File: src/inc/eid_pkg.sv
// Constants and types for the extended instruction decoder
package eid_pkg;
	localparam int          PTR_W        = 12;
	localparam int          LIT_W        = 6;
	localparam int          PC_W         = 21;
	localparam int          EXT_COUNT    = 8;
	localparam logic [7:0]  OPC_PTR_ADD  = 8'he8;
	localparam logic [7:0]  OPC_PTR_SUB  = 8'he9;
	localparam logic [7:0]  OPC_PUSH     = 8'hea;
	localparam logic [7:0]  OPC_MOVE     = 8'heb;
	localparam logic [15:0] WORD_CALL_W  = 16'h0014;
	localparam logic [3:0]  PFX_SECOND   = 4'hf;
	localparam logic [1:0]  SEL_TWO_RET  = 2'h3;
	localparam logic [7:0]  IDX_FILE_MAX = 8'h5f;
	localparam logic [11:0] PTR_RST      = 12'h000;
	localparam logic [11:0] PTR_DEC      = 12'h001;
	localparam int          SEL_HI       = 7;
	localparam int          SEL_LO       = 6;
	localparam int          MOVE_DIR_BIT = 7;
	localparam int          ACCESS_BIT   = 8;

	typedef enum logic [3:0] {
		PH_Q1 = 4'h1,
		PH_Q2 = 4'h2,
		PH_Q3 = 4'h4,
		PH_Q4 = 4'h8
	} eid_phase_e;

	typedef enum logic [1:0] {
		ST_FIRST  = 2'h1,
		ST_SECOND = 2'h2
	} eid_state_e;
endpackage

File: src/verilog/eid_decoder.sv
// Extended instruction decoder and executor
// Notes on behaviour
// - Extension stays off unless the enable configuration bit is set.
// - Enabled: eight added instructions plus indexed literal offset addressing.
// - Pointer add/sub words E8/E9: two-bit select, six-bit literal, one cycle.
// - Select 11 means pointer-two add/sub and return, two cycles, no flags.
// - Return variants adjust pointer two, then return automatically.
// - Word 0014h calls through working register, two cycles, no flags.
// - Push literal stores at pointer two, decrements pointer two, one cycle.
// - Indexed moves: two words, two cycles, bit 7 picks file or indexed.
// - Other extended instructions are literal ops on file select pointers.
// - Access bit 0 and file operand at most 5Fh selects indexed addressing.
// - Add-and-return loads PC from stack top, second cycle does nothing.
// - Pointer add adds unsigned literal 0..63 to pointer zero, one or two.
module eid_decoder #(
	parameter int PTR_W = eid_pkg::PTR_W,
	parameter int PC_W  = eid_pkg::PC_W
) (
	input  wire logic              sys_clk,
	input  wire logic              rst_b,
	input  wire logic              cfgExtEnable,
	input  wire logic              instrValid,
	input  wire logic [15:0]       instrWord,
	input  wire logic              stdFileOp,
	input  wire logic [7:0]        wregIn,
	input  wire logic [PC_W-1:0]   tosIn,
	input  wire logic [PC_W-9:0]   pcLatchIn,
	input  wire logic [7:0]        memRdData,
	output logic                   phaseQ1_q,
	output logic                   extEnabled_q,
	output logic [PTR_W-1:0]       ptr0,
	output logic [PTR_W-1:0]       ptr1,
	output logic [PTR_W-1:0]       ptr2,
	output logic                   memRdEn_q,
	output logic                   memWrEn_q,
	output logic [PTR_W-1:0]       memAddr_q,
	output logic [7:0]             memWrData_q,
	output logic                   pcLoad_q,
	output logic [PC_W-1:0]        pcValue_q,
	output logic                   retPush_q,
	output logic                   retPop_q,
	output logic                   busy_q,
	output logic                   extHit_q,
	output logic                   idxMode_q,
	output logic [PTR_W-1:0]       idxAddr_q
);
	eid_pkg::eid_phase_e phase_q;
	eid_pkg::eid_phase_e phase_d;
	eid_pkg::eid_state_e state_q;
	eid_pkg::eid_state_e state_d;

	logic             cfgTaken_q;
	logic             have_q;
	logic             moving_q;
	logic [15:0]      word_q;
	logic [15:0]      word2_q;
	logic [7:0]       moveData_q;
	logic [PTR_W-1:0] ptr_q [3];
	logic [PTR_W-1:0] ptr_d [3];
	logic [PTR_W-1:0] aluRes [3];

	assign ptr0 = ptr_q[0];
	assign ptr1 = ptr_q[1];
	assign ptr2 = ptr_q[2];

	// Phase ring and instruction-cycle strobes
	always_comb begin
		unique case (phase_q)
			eid_pkg::PH_Q1: phase_d = eid_pkg::PH_Q2;
			eid_pkg::PH_Q2: phase_d = eid_pkg::PH_Q3;
			eid_pkg::PH_Q3: phase_d = eid_pkg::PH_Q4;
			eid_pkg::PH_Q4: phase_d = eid_pkg::PH_Q1;
			default:        phase_d = eid_pkg::PH_Q1;
		endcase
	end

	wire logic inFirst  = (state_q == eid_pkg::ST_FIRST);
	wire logic inSecond = (state_q == eid_pkg::ST_SECOND);
	wire logic atQ1     = (phase_q == eid_pkg::PH_Q1);
	wire logic atQ2     = (phase_q == eid_pkg::PH_Q2);
	wire logic atQ4     = (phase_q == eid_pkg::PH_Q4);
	wire logic take     = atQ1 & instrValid;

	// Extended decode, every match gated by the enable bit
	wire logic [7:0]       hiOp    = word_q[15:8];
	wire logic [1:0]       ptrSel  = word_q[eid_pkg::SEL_HI:eid_pkg::SEL_LO];
	wire logic [5:0]       lit6    = word_q[5:0];
	wire logic             isAdd   = extEnabled_q & (hiOp == eid_pkg::OPC_PTR_ADD);
	wire logic             isSub   = extEnabled_q & (hiOp == eid_pkg::OPC_PTR_SUB);
	wire logic             isPush  = extEnabled_q & (hiOp == eid_pkg::OPC_PUSH);
	wire logic             isMove  = extEnabled_q & (hiOp == eid_pkg::OPC_MOVE);
	wire logic             isCall  = extEnabled_q & (word_q == eid_pkg::WORD_CALL_W);
	wire logic             isArith = isAdd | isSub;
	wire logic             retVar  = isArith & (ptrSel == eid_pkg::SEL_TWO_RET);
	wire logic [1:0]       tgtPtr  = retVar ? 2'h2 : ptrSel;
	wire logic             anyExt  = isArith | isPush | isMove | isCall;
	wire logic             execute = have_q & atQ4 & inFirst;
	wire logic             twoCyc  = retVar | isCall | isMove;
	wire logic             finish  = inSecond & atQ4;
	wire logic [PTR_W-1:0] pushDec = ptr_q[2] - eid_pkg::PTR_DEC;
	wire logic [PTR_W-1:0] srcAddr = ptr_q[2] + {5'h0, word_q[6:0]};
	wire logic [PTR_W-1:0] dstIdx  = ptr_q[2] + {5'h0, word2_q[6:0]};
	wire logic [PTR_W-1:0] dstAddr = word_q[eid_pkg::MOVE_DIR_BIT] ? dstIdx : word2_q[11:0];
	wire logic [PTR_W-1:0] stdIdx  = ptr_q[2] + {4'h0, instrWord[7:0]};
	wire logic             stdIdxD = extEnabled_q & stdFileOp & ~instrWord[eid_pkg::ACCESS_BIT]
	                                 & (instrWord[7:0] <= eid_pkg::IDX_FILE_MAX);

	genvar gi;
	generate
		for (gi = 0; gi < 3; gi++) begin : g_ptr
			eid_ptr_alu #(.W(PTR_W), .LW(eid_pkg::LIT_W)) u_alu (
				.opA      (ptr_q[gi]),
				.lit      (lit6),
				.subtract (isSub),
				.result   (aluRes[gi])
			);
			wire logic arithHit = execute & isArith & (tgtPtr == 2'(gi));
			wire logic pushHit  = execute & isPush & (gi == 2);
			assign ptr_d[gi] = arithHit ? aluRes[gi] : (pushHit ? pushDec : ptr_q[gi]);
		end
	endgenerate

	assign state_d = (execute & twoCyc) ? eid_pkg::ST_SECOND :
	                 (finish ? eid_pkg::ST_FIRST : state_q);

	wire logic             wrPush  = execute & isPush;
	wire logic             wrMove  = finish & moving_q;
	wire logic             pcLdD   = execute & (retVar | isCall);
	wire logic [PC_W-1:0]  pcD     = retVar ? tosIn : {pcLatchIn, wregIn};
	wire logic [PTR_W-1:0] addrD   = wrPush ? ptr_q[2] : (wrMove ? dstAddr : srcAddr);
	wire logic [7:0]       wrDataD = wrPush ? word_q[7:0] : moveData_q;

	// Configuration bit caught once after reset release
	always_ff @(posedge sys_clk) begin
		if (!rst_b) begin
			cfgTaken_q   <= 1'b0;
			extEnabled_q <= 1'b0;
		end else if (!cfgTaken_q) begin
			cfgTaken_q   <= 1'b1;
			extEnabled_q <= cfgExtEnable;
		end
	end

	always_ff @(posedge sys_clk) begin
		if (!rst_b) begin
			phase_q   <= eid_pkg::PH_Q1;
			phaseQ1_q <= 1'b1;
			state_q   <= eid_pkg::ST_FIRST;
			busy_q    <= 1'b0;
			for (int i = 0; i < 3; i++) begin
				ptr_q[i] <= eid_pkg::PTR_RST;
			end
		end else begin
			phase_q   <= phase_d;
			phaseQ1_q <= (phase_d == eid_pkg::PH_Q1);
			state_q   <= state_d;
			busy_q    <= (state_d == eid_pkg::ST_SECOND);
			for (int i = 0; i < 3; i++) begin
				ptr_q[i] <= ptr_d[i];
			end
		end
	end

	// Instruction capture at Q1
	always_ff @(posedge sys_clk) begin
		if (!rst_b) begin
			have_q    <= 1'b0;
			word_q    <= 16'h0000;
			word2_q   <= 16'h0000;
			idxMode_q <= 1'b0;
			idxAddr_q <= eid_pkg::PTR_RST;
		end else if (atQ1) begin
			if (inFirst) begin
				have_q    <= take;
				word_q    <= instrWord;
				idxMode_q <= take & stdIdxD;
				idxAddr_q <= stdIdx;
			end else begin
				have_q    <= 1'b0;
				idxMode_q <= 1'b0;
				if (take & (instrWord[15:12] == eid_pkg::PFX_SECOND)) begin
					word2_q <= instrWord;
				end
			end
		end
	end

	always_ff @(posedge sys_clk) begin
		if (!rst_b) begin
			moving_q   <= 1'b0;
			moveData_q <= 8'h00;
		end else begin
			if (execute) begin
				moving_q <= isMove;
			end else if (finish) begin
				moving_q <= 1'b0;
			end
			if (inSecond & atQ2 & moving_q) begin
				moveData_q <= memRdData;
			end
		end
	end

	// One-cycle strobes toward the core
	always_ff @(posedge sys_clk) begin
		if (!rst_b) begin
			memRdEn_q   <= 1'b0;
			memWrEn_q   <= 1'b0;
			memAddr_q   <= eid_pkg::PTR_RST;
			memWrData_q <= 8'h00;
			pcLoad_q    <= 1'b0;
			pcValue_q   <= '0;
			retPush_q   <= 1'b0;
			retPop_q    <= 1'b0;
			extHit_q    <= 1'b0;
		end else begin
			memRdEn_q   <= execute & isMove;
			memWrEn_q   <= wrPush | wrMove;
			memAddr_q   <= addrD;
			memWrData_q <= wrDataD;
			pcLoad_q    <= pcLdD;
			pcValue_q   <= pcD;
			retPush_q   <= execute & isCall;
			retPop_q    <= execute & retVar;
			extHit_q    <= execute & anyExt;
		end
	end
endmodule

File: src/verilog/eid_ptr_alu.sv
// Pointer add or subtract of a zero-extended literal
module eid_ptr_alu #(
	parameter int W  = 12,
	parameter int LW = 6
) (
	input  wire logic [W-1:0]  opA,
	input  wire logic [LW-1:0] lit,
	input  wire logic          subtract,
	output logic      [W-1:0]  result
);
	wire logic [W-1:0] litExt = {{(W-LW){1'b0}}, lit};

	assign result = subtract ? (opA - litExt) : (opA + litExt);
endmodule
File: config.mk
export PLATFORM = sky130hd
export DESIGN_NAME = eid_decoder
export DESIGN_NICKNAME = d
export VERILOG_FILES = /design/src/inc/eid_pkg.sv /design/src/verilog/eid_decoder.sv /design/src/verilog/eid_ptr_alu.sv
export SDC_FILE = /design/constraint.sdc
export NUM_CORES = 1
export LEC_CHECK = 0
export BUFFER_PORTS_ARGS = -buffer_cell sky130_fd_sc_hd__buf_2
export CAP_MARGIN = 5
export CORE_MARGIN = 1.5
export CORE_UTILIZATION = 56
export DETAILED_ROUTE_END_ITERATION = 8
export PLACE_DENSITY = 0.81
export RECOVER_POWER = 100
export SLEW_MARGIN = 5
export SYNTH_ARGS = -nofsm -noshare
export SYNTH_HDL_FRONTEND = slang
export SYNTH_SLANG_ARGS = --single-unit
File: constraint.sdc
create_clock -name sys_clk -period 4.8 [get_ports sys_clk]
set_clock_uncertainty 0.15 [all_clocks]
set_input_delay 0.24 -clock sys_clk [delete_from_list [all_inputs] [get_ports sys_clk]]
set_output_delay 0.24 -clock sys_clk [all_outputs]
set_load 0.005 [all_outputs]
# == After elaboration in Yosys (flattened, before gate mapping) ==
# Memory sizes are Yosys's and may differ from the RTL's.
# Cells that the tools add are included.
# totals
ff_bits,108
latchBits,0
ram_bits,36
mem_bits_ro,0
out_inout_bits,99
wordCells,121
memories,1
# memory_table
memory,words,width,read_ports,rd_ports_with_merged_regs,write_ports,line,text
ptr_q,3,12,3,0,3,eid_decoder.sv:58,logic [PTR_W-1:0] ptr_q [3];
# classes
addsub,10
n_mul,0
n_div,0
magnitude_cmp,1
eq_ne,17
shift,0
mux,25
n_bitwise,41
n_reduce_logical,4
# ops
op,n
$mux W12,13
$add A12 B6 Y12,3
$sub A12 B6 Y12,3
$eq A8 B8 Y1 const B,4
$and A1 B1 Y1,29
$add A12 B7 Y12,2
$mux W21,1
$eq A16 B5 Y1 const B,1
$add A12 B8 Y12,1
$pmux W4 S3,1
$sub A12 B1 Y12 const B,1
$or A1 B1 Y1,10
$eq A2 B2 Y1 const B,4
$eq A4 B1 Y1 const B,2
$eq A4 B4 Y1 const B,2
$le A8 B7 Y1 const B,1
$mux W8,1
$mux W1,6
$mux W2,3
$eq A2 B1 Y1 const B,2
$eq A4 B2 Y1 const B,1
$eq A4 B3 Y1 const B,1
$reduce_and A3 Y1,1
$logic_not A2 Y1,1
3 further kinds,4

# == Depth between registers and ports, before layout ==
# Gate-level depths: netlist of the first run.
# depth
ltp_word,9
depth_mapped,15

# == Cells and area by module ==
# A second synthesis of the first run with hierarchy kept.
# hier_totals
cells_unflattened,1061
hier_area_um2,8563.2
# modules_own_cells
mod,instances,cells_per_inst,area_each_um2
eid_decoder,1,805,6653.9
eid_ptr_alu (g_ptr[1].u_alu ...),2,82,621.8
eid_ptr_alu (g_ptr[0].u_alu),1,92,665.6

# == Worst setup path before layout of the first run ==
# No wires, ideal clock.
# synth_timing
path_kind,flip-flop to flip-flop
from,register word_q[12]
to,memory ptr_q[2][10] (netlist: ptr_q[0][34])
setup_ns,0.060
arrival_time_ns,3.215
t_required_ns,4.590
setup_slack_ns,1.374
stages_incl_launch_ff,16
path_cell_list,dfxtp_1 > nand4b_1 > or3_1 > clkbuf_2 > nor2_1 > and3_1 > clkbuf_1 > nand2_1 > ha_1 > fa_1 > nor2b_1 > o31ai_1 > a21oi_1 > o21bai_1 > a2111oi_0 > a311o_1
# synth_rtl
element,line,text
"start, declared",eid_decoder.sv:55,logic [15:0] word_q;
"start signal, assigned",eid_decoder.sv:175,word_q <= instrWord;
"end, declared",eid_decoder.sv:58,

==> results.ini, run 1 <==
[outcome]
status=finished with violations
violations=capacitance limit, slew limit

[timing]
tightest_slew_ns=2.485
rsz0062_at_grt=false
fmax_mhz=253.2
setup_tns_ns=0
slew_viol_final=184
min_period_ns=3.950
final.period_utilization=0.8228
setup_viol=0
hold_viol_final=0
slew_headroom=-0.6565
fin_hold_ws_ns=0.2256

[cells_and_area]
design_area_um2=10470
areaGrowthSynthToFinish_pct=24.91
antenna_cells=0
drive_gt1_frac=0.1352
post-route-util=0.7178
fin_nets=1371

[synth]
synth-main-ff-cell=dfxtp_1
synth_area_per_cell_um2=8.163
synth.distinct_cells=71
synthTopCellsByArea=dfxtp_1 34%, ha_1 8.4%, nand2_1 6.7%
synth_area_um2=8383
synthTopCellsByCount=150 x nand2_1, 144 x dfxtp_1, 101 x a21oi_1, 81 x nor2_1, 56 x ha_1
synth_top_cell_by_area=dfxtp_1
synthCells=1027
synth.top_cell.area_share=0.3439
synth-seq-area-share=0.3439
synth_edf_count=0
async_flop_share=0
synth_nets=1160
yosysMostFrequentCell=nand2_1
yosys_warnings=0
synth_seq_cells=144

[die]
dieWidth_um=125.4
initial_core_util=0.5746
rows=44
coreArea_um2=14590
ios=170
fp.dieH_um=125.4
die_area_um2=15710

[placed_design]
port_buffers=169
gp_congestion=0.9531
placed_area_um2=9325
dp_hpwl_um=17160

[worst_setup_path]
critical_path_class=reg -> reg
required_ns=4.96
arrival_ns=4.11
start_kind=flip-flop
critical_path.max_stage_delay_ns=0.49
critPathCaptureType=flip-flop
worst-path-max-fanout=7
cp_num_buf_inv=0
crit_chain=nand2b_1 -> or3_1 -> nor2_1 -> a21oi_1 -> xnor2_1 -> nand2b_1 -> ha_1 -> nor2b_1 -> o31ai_1 -> a21oi_1 -> o21bai_1 -> a2111oi_0 -> a311o_1
cp_top_family=compound AO/OA/AOI/OAI gates
cp_slowest_cell=or3_1

[cts]
path_clk_slew_ns=0.07
numCtsBuffers=17
worstSkewPairLatency_ns=0.43
cts_sinks=144
cts_resized=0
clk_path_buf_depth=2
htree_num_levels=4
post-cts-setup-buffer-count=0
cts_tree=built
root_buffer=clkbuf_16

[grt]
grtUsageTotal=0.3369
antenna_found_initial=1
grt_max_degree=91
grt_pass1_vias=8553
grt_overflow=0
grt_pass1_wl_um=42900

[routing]
vias=8852
routed_via_density=6.173
routedWlPerCell_um=18.76
final_antenna_net_count=0
drt_iter0_drc=863
dr.pass1.iters=8
drc=0
wl_um=26900

[pwr]
cellPowerDensity_nw_per_um2=336.5
power_leakage_nw=4.432
peakVddDrop_mv=0.2700

[job]
cap_violations=4

[hold_path]
hold_path.class=in -> reg

==> per-layer routing <==
metal	wire length, um	track usage
met5	13	0
met4	1321	0.1778
met3	2170	0.07274
met2	12870	0.5686
met1	10520	0.4024
==> flip-flops by register name, indices dropped and copies added (netlist names) <==
name          count
busy_q            1
cfgTaken_q        1
extEnabled_q      1
extHit_q          1
have_q            1
idxAddr_q        12
idxMode_q         1
memAddr_q        12
memRdEn_q         1
memWrData_q       8
memWrEn_q         1
moveData_q        8
moving_q          1
pcLoad_q          1
pcValue_q        21
phaseQ1_q         1
phase_q           4
ptr_q            36
retPop_q          1
retPush_q         1
state_q           2
word2_q          12
word_q           16
==> where the power goes <==
group          total (mW)  internal [mW]  switching [mW]
clock network        1.37          0.804           0.563
logic               0.828          0.338           0.490
registers            1.33           1.26          0.0667
==> layout by cell type, fill, tap and decap left out, types with 25 or more instances in the layout <==
master and count:
nand2_1 150, a21oi_1 101, nor2_1 81, dfxtp_1 144, buf_2 120, nand3_1 32
o21ai_0 41, dlygate4sd3_1 68, clkbuf_1 51, ha_1 56, inv_1 25, mux2i_1 29
nor3_1 29
==> worst paths after layout <==
check | end | depth (start not counted) | start | slack (ns)
min | idxMode_q$_SDFFE_PN0P_ | 6 | stdFileOp | 0.23
min reg2reg | memWrData_q[6]$_SDFF_PN0_ | 2 | moveData_q[6]$_SDFFE_PN0P_ | 0.30
max reg2reg | ptr_q[0][34]$_SDFFE_PN0P_ | 13 | extEnabled_q$_SDFFE_PN0N_ | 0.85
max | ptr_q[0][34]$_SDFFE_PN0P_ | 13 | extEnabled_q$_SDFFE_PN0N_ | 0.85
==> worst min-delay path, stage by stage <==
cell and delay, ns:
buf_2 0.11, nor4bb_1 0.14, nand3_1 0.08, a211oi_1 0.04
a21oi_1 0.11, nor2_1 0.05
==> timing repair <==
item                                    CTS  global route
hold buffers                             68             0
endpoints found under the setup margin    0             0
hold endpoints to repair                 57             0
==> cells by family (layout without fill, tap and decap cells) <==
family | after synthesis | after routing | share of synthesized area
AOI/OAI and AO/OA | 278 | 278 | 0.2154
DFF | 144 | 144 | 0.3439
muxes | 30 | 30 | 0.03597
xor gates and xnor gates | 25 | 25 | 0.02612
adders and majority gates | 62 | 62 | 0.09791
and+or+nand+nor | 408 | 408 | 0.2421
buffers and inverters | 80 | 303 | 0.03866
==> area by class of cell <==
class,instances,area [um^2]
clock buffer,19,452.9
clock inverter,12,148.9
fill,1084,4118
inverter,26,98.84
multi-input combinational,803,5139
sequential,144,2883
tap,184,230.2
timing repair buffer,246,1519
==> through the flow <==
step                std cells  worst slack [ns]  total power [mW]
CTS                      1434            0.9371             3.513
global route             1434            0.5075             3.670
detailed placement       1335             1.023             2.115
global placement         1335             1.197             2.097
floorplan                1027             1.374             1.877
finish                   1434            0.8504             3.524
Note: power is estimated with default switching activity, not from simulation.
==> inputs of run 2 (changes only) <==
--- a/config.mk
+++ b/config.mk
@@ -8,9 +8,9 @@
 export BUFFER_PORTS_ARGS = -buffer_cell sky130_fd_sc_hd__buf_2
 export CAP_MARGIN = 5
 export CORE_MARGIN = 1.5
-export CORE_UTILIZATION = 56
+export CORE_UTILIZATION = 50
 export DETAILED_ROUTE_END_ITERATION = 8
-export PLACE_DENSITY = 0.81
+export PLACE_DENSITY = 0.77
 export RECOVER_POWER = 100
 export SLEW_MARGIN = 5
 export SYNTH_ARGS = -nofsm -noshare
==> constraint.sdc (replaced) <==
create_clock -name sys_clk -period 3.44 [get_ports sys_clk]
set_clock_uncertainty 0.15 [all_clocks]
set_input_delay 0.172 -clock sys_clk [delete_from_list [all_inputs] [get_ports sys_clk]]
set_output_delay 0.172 -clock sys_clk [all_outputs]
set_load 0.005 [all_outputs]
==> results.ini, run 2 (synthesis gave the netlist of run 1 again) <==
[outcome]
status=completed

[die]
initial_core_util=0.5091
coreArea_um2=16470
dieWidth_um=132.5
rows=47
ios=170
fp.dieH_um=132.5
die_area_um2=17550

[worst_setup_path]
arrival_ns=3.56
rrSetupSlack_ns=0.04
start_kind=flip-flop
crit_chain=nand4b_1 -> or3_4 -> nor2_4 -> a21oi_2 -> xnor2_2 -> buf_4 -> nand2b_1 -> ha_4 -> nor2b_1 -> o31ai_2 -> a21oi_1 -> o21bai_1 -> a2111oi_2 -> a311o_1
cp_slowest_cell=or3_4
r2r_start=word_q[12]$_SDFFE_PN0P_
ff2ff_path_depth=14
critical_path_class=reg -> reg
worst-path-max-fanout=4
rr_endpoint=ptr_q[0][34]$_SDFFE_PN0P_
required_ns=3.60
critical_path.max_stage_delay_ns=0.38
critPathCaptureType=flip-flop

[timing]
hold_viol_final=0
tightest_slew_ns=0.8898
setup_viol=0
min_period_ns=3.396
slew_headroom=0.4052
rsz0062_at_grt=true
final.period_utilization=0.9871
fin_hold_ws_ns=0.1556
setup_tns_ns=0
slew_viol_final=0
fmax_mhz=294.5

[placed_design]
gp_congestion=0.9097
port_buffers=169
placed_area_um2=9575
dp_cells=1399
dp_hpwl_um=17890

[pwr]
power_leakage_nw=4.768
cellPowerDensity_nw_per_um2=456.7
peakVddDrop_mv=0.4196

[grt]
grt_max_degree=61
grt_overflow=0
grtUsageTotal=0.2896
grt_pass1_wl_um=40740
antenna_found_initial=0
grt_pass1_vias=8175

[cts]
cts_tree=built
worstSkewPairLatency_ns=0.43
path_clk_slew_ns=0.06
htree_num_levels=4
numCtsBuffers=17
cts_sinks=144
clk_path_buf_depth=2
root_buffer=clkbuf_16

[routing]
routed_via_density=5.763
drc=0
routedWlPerCell_um=17.31
dr.pass1.iters=5
wl_um=26030
final_antenna_net_count=0
drt_iter0_drc=742
vias=8668

[cells_and_area]
reg_top3=ptr_q (36), pcValue_q (21), word_q (16)
largest-register=ptr_q
areaGrowthSynthToFinish_pct=31.70
final_cell_mix=150 x nand2_1, 146 x buf_2, 143 x dfxtp_1
antenna_cells=0
design_area_um2=11040
post-route-util=0.6705
drive_gt1_frac=0.2040
final_common_cell=nand2_1
largest_reg_flops=36
fin_nets=1405
stdcell_count=1504

[hold_path]
hold_path_depth=2
hold_path.class=in -> reg
min_from=rst_b
hold_path_end=cfgTaken_q$_DFF_P_

[job]
cap_violations=0

==> run 2: cell count changes in the layout (fill, tap and decap cells not counted), moves of 4 or more <==
| cell | delta |
|---|---|
| clkbuf_1 | -27 |
| ha_4 | +4 |
| and2_1 | +4 |
| buf_4 | +37 |
| ha_1 | -4 |
| clkinv_2 | +4 |
| and2_0 | -4 |
| buf_2 | +26 |
==> run 2: worst max-delay path: cells and delay by family (launching register included) <==
family          cells  cell delay, ns
compound gates      6            1.12
fa+ha+maj           1            0.22
buf+inv             1            0.17
xor+xnor            1            0.24
simple gates        5            1.05
flops               1            0.34
==> run 2: power by group <==
| part | switching [mW] | internal [mW] | total [mW] |
|---|---|---|---|
| clock network | 0.746 | 1.16 | 1.91 |
| logic | 0.752 | 0.564 | 1.32 |
| registers | 0.0607 | 1.76 | 1.82 |
| total | 1.56 | 3.48 | 5.04 |
==> run 2: timing repair <==
item,in CTS,in global routing
hold endpoints to repair,59,0
hold buffers,68,0
setup buffers,1,5
pin swaps,1,10
resized for setup,6,25
setup endpoints to repair,3,15
==> run 2: stage by stage <==
step,setup slack (ns),power [mW]
floorplan,0.01410,2.620
global placement,0.06724,3.006
detailed placement,-0.04751,3.028
CTS,0.003748,4.998
global route,-0.1289,5.266
finish,0.04441,5.042
==> run 2: cell type report <==
class	count	area, um^2
tap	220	275.3
inverter	26	98.84
timing repair buffer	280	1833
fill	1318	5425
sequential	144	2884
clock buffer	19	442.9
multi-input combinational	803	5350
clock inverter	12	156.4
==> run 2: routing by layer <==
layer  wire length [um]  GRT usage  up-vias
met5                  0          0        -
met4                699     0.1209        0
met3               2088    0.05977       55
met2              12660     0.5009      374
met1              10590     0.3508     4040
li1                   -          -     4199
==> run 2: worst max-delay path by stage <==
stage | slack, ns | depth (start not counted) | endpoint | start
after floorplan | 0.01 | 15 | ptr_q[0][34]$_SDFFE_PN0P_ | word_q[12]$_SDFFE_PN0P_
after global placement | 0.07 | 12 | ptr_q[0][35]$_SDFFE_PN0P_ | word_q[11]$_SDFFE_PN0P_
after detailed placement | -0.05 | 12 | ptr_q[0][35]$_SDFFE_PN0P_ | word_q[11]$_SDFFE_PN0P_
after CTS | 0.004 | 13 | ptr_q[0][35]$_SDFFE_PN0P_ | word_q[12]$_SDFFE_PN0P_
after global routing | -0.13 | 14 | ptr_q[0][34]$_SDFFE_PN0P_ | word_q[12]$_SDFFE_PN0P_
final | 0.04 | 14 | ptr_q[0][34]$_SDFFE_PN0P_ | word_q[12]$_SDFFE_PN0P_
==> inputs of run 3 (changes only) <==
--- a/config.mk
+++ b/config.mk
@@ -9,6 +9,7 @@
 export CAP_MARGIN = 5
 export CORE_MARGIN = 1.5
 export CORE_UTILIZATION = 50
+export CTS_BUF_LIST = sky130_fd_sc_hd__clkbuf_16
 export DETAILED_ROUTE_END_ITERATION = 8
 export PLACE_DENSITY = 0.77
 export RECOVER_POWER = 100
==> results.ini, run 3 (synthesis gave the netlist of run 1 again) <==
[routing]
routedWlPerCell_um=17.26
wl_um=25980
vias=8702
drt_iter0_drc=759
final_antenna_net_count=0
routed_via_density=5.782
drc=0
dr.pass1.iters=6

[grt]
grt_overflow=0
grt_pass1_vias=8162
grt_max_degree=61
antenna_found_initial=0
grt_pass1_wl_um=40680
grtUsageTotal=0.2894

[cts]
numCtsBuffers=17
cts_sinks=144
cts_tree=built
worstSkewPairLatency_ns=0.43
htree_num_levels=4
root_buffer=clkbuf_16
path_clk_slew_ns=0.06
clk_path_buf_depth=2

[pwr]
peakVddDrop_mv=0.4180
cellPowerDensity_nw_per_um2=454.2
power_leakage_nw=4.767

[cells_and_area]
reg_top3=ptr_q (36), pcValue_q (21), word_q (16)
areaGrowthSynthToFinish_pct=31.61
fin_nets=1405
final_common_cell=nand2_1
post-route-util=0.6701
largest-register=ptr_q
drive_gt1_frac=0.2033
n_fill_cell=1319
multi_input_area_um2=5350
stdcell_count=1505
seq_area_um2=2884
final_cell_mix=150 x nand2_1, 146 x buf_2, 143 x dfxtp_1
largest_reg_flops=36

[hold_path]
hold_path.class=in -> reg
min_from=rst_b

[outcome]
status=completed

[worst_setup_path]
cp_top_family=compound AO/OA/AOI/OAI gates
critical_path.max_stage_delay_ns=0.38
cp_num_buf_inv=1
required_ns=3.60
crit_chain=nand4b_1 -> or3_4 -> nor2_4 -> a21oi_2 -> xnor2_2 -> buf_4 -> nand2b_1 -> ha_4 -> nor2b_1 -> o31ai_2 -> a21oi_1 -> o21bai_1 -> a2111oi_2 -> a311o_1
r2r_start=word_q[12]$_SDFFE_PN0P_
startpoint=word_q[12]$_SDFFE_PN0P_
start_kind=flip-flop
critPathCaptureType=flip-flop
arrival_ns=3.55
worst-path-max-fanout=4
cp_slowest_cell=or3_4
critical_path_class=reg -> reg

[die]
rows=47
dieWidth_um=132.5
ios=170
fp.dieH_um=132.5
initial_core_util=0.5091
die_area_um2=17550
coreArea_um2=16470

[timing]
tightest_slew_ns=0.9051
final.period_utilization=0.9858
fin_hold_ws_ns=0.1531
rsz0062_at_grt=true
setup_viol=0
fmax_mhz=294.9
slew_headroom=0.3949
slew_viol_final=0
min_period_ns=3.391
hold_viol_final=0

[placed_design]
gp_congestion=0.9097
dp_cells=1399
dp_hpwl_um=17890
port_buffers=169

[job]
cap_violations=0

run 3: timing repair:
| item | in CTS | in global routing |
|---|---|---|
| buffers inserted | 1 | 5 |
| endpoints found under the setup margin | 3 | 15 |
| resized for setup | 6 | 25 |
| endpoints found under the hold margin | 59 | 0 |
| hold buffers | 68 | 0 |
| pin swaps | 1 | 10 |
| cloned | 0 | 0 |
run 3: cell type report:
type / count / share of cell area
clock buffer: 17 / 0.03856
inverter: 26 / 0.008959
timing repair buffer: 280 / 0.1661
antenna: 1 / 0.0002268
clock inverter: 14 / 0.01486
multi-input combinational: 803 / 0.4849
sequential: 144 / 0.2614
tap: 220 / 0.02495
run 3: metrics by stage:
step                      power, mW  setup slack, ns  TNS [ns]  instance area (um^2)
after floorplan               2.620          0.01410         0                  8383
after global placement        3.006          0.06724         0                  9575
after detailed placement      3.028         -0.04751  -0.09870                  9575
after CTS                     4.972         0.003748         0                 10880
after global routing          5.239          -0.1289   -0.3047                 11030
final                         5.011          0.04875         0                 11030
run 3: layer usage:
layer,track usage,up-vias,part of all wire
li1,-,4210,-
met1,0.3506,4063,0.41
met2,0.5012,373,0.49
met3,0.05977,56,0.075
met4,0.1190,0,0.028
met5,0,-,0
run 3: final timing paths:
path	endpoint	slack, ns	cells after the start
worst min register to register	memWrData_q[4]$_SDFF_PN0_	0.30	2
worst min-delay path	cfgTaken_q$_DFF_P_	0.15	2
worst max register to register	ptr_q[0][34]$_SDFFE_PN0P_	0.05	14
worst max-delay path	ptr_q[0][34]$_SDFFE_PN0P_	0.05	14
run 3: report_power, final:
group,internal [mW],switching (mW),leakage [nW]
combinational,0.563,0.749,3.30
sequential,1.76,0.0611,1.17
clock,1.13,0.743,0.292
run 3: worst register-to-register path, cell delays in order, from the launching register on:
cell       delay (ns)
dfxtp_2          0.34
nand4b_1         0.21
or3_4            0.38
nor2_4           0.16
a21oi_2          0.09
xnor2_2          0.24
buf_4            0.17
nand2b_1         0.14
ha_4             0.22
nor2b_1          0.15
o31ai_2          0.25
a21oi_1          0.14
o21bai_1         0.21
a2111oi_2        0.10
a311o_1          0.33
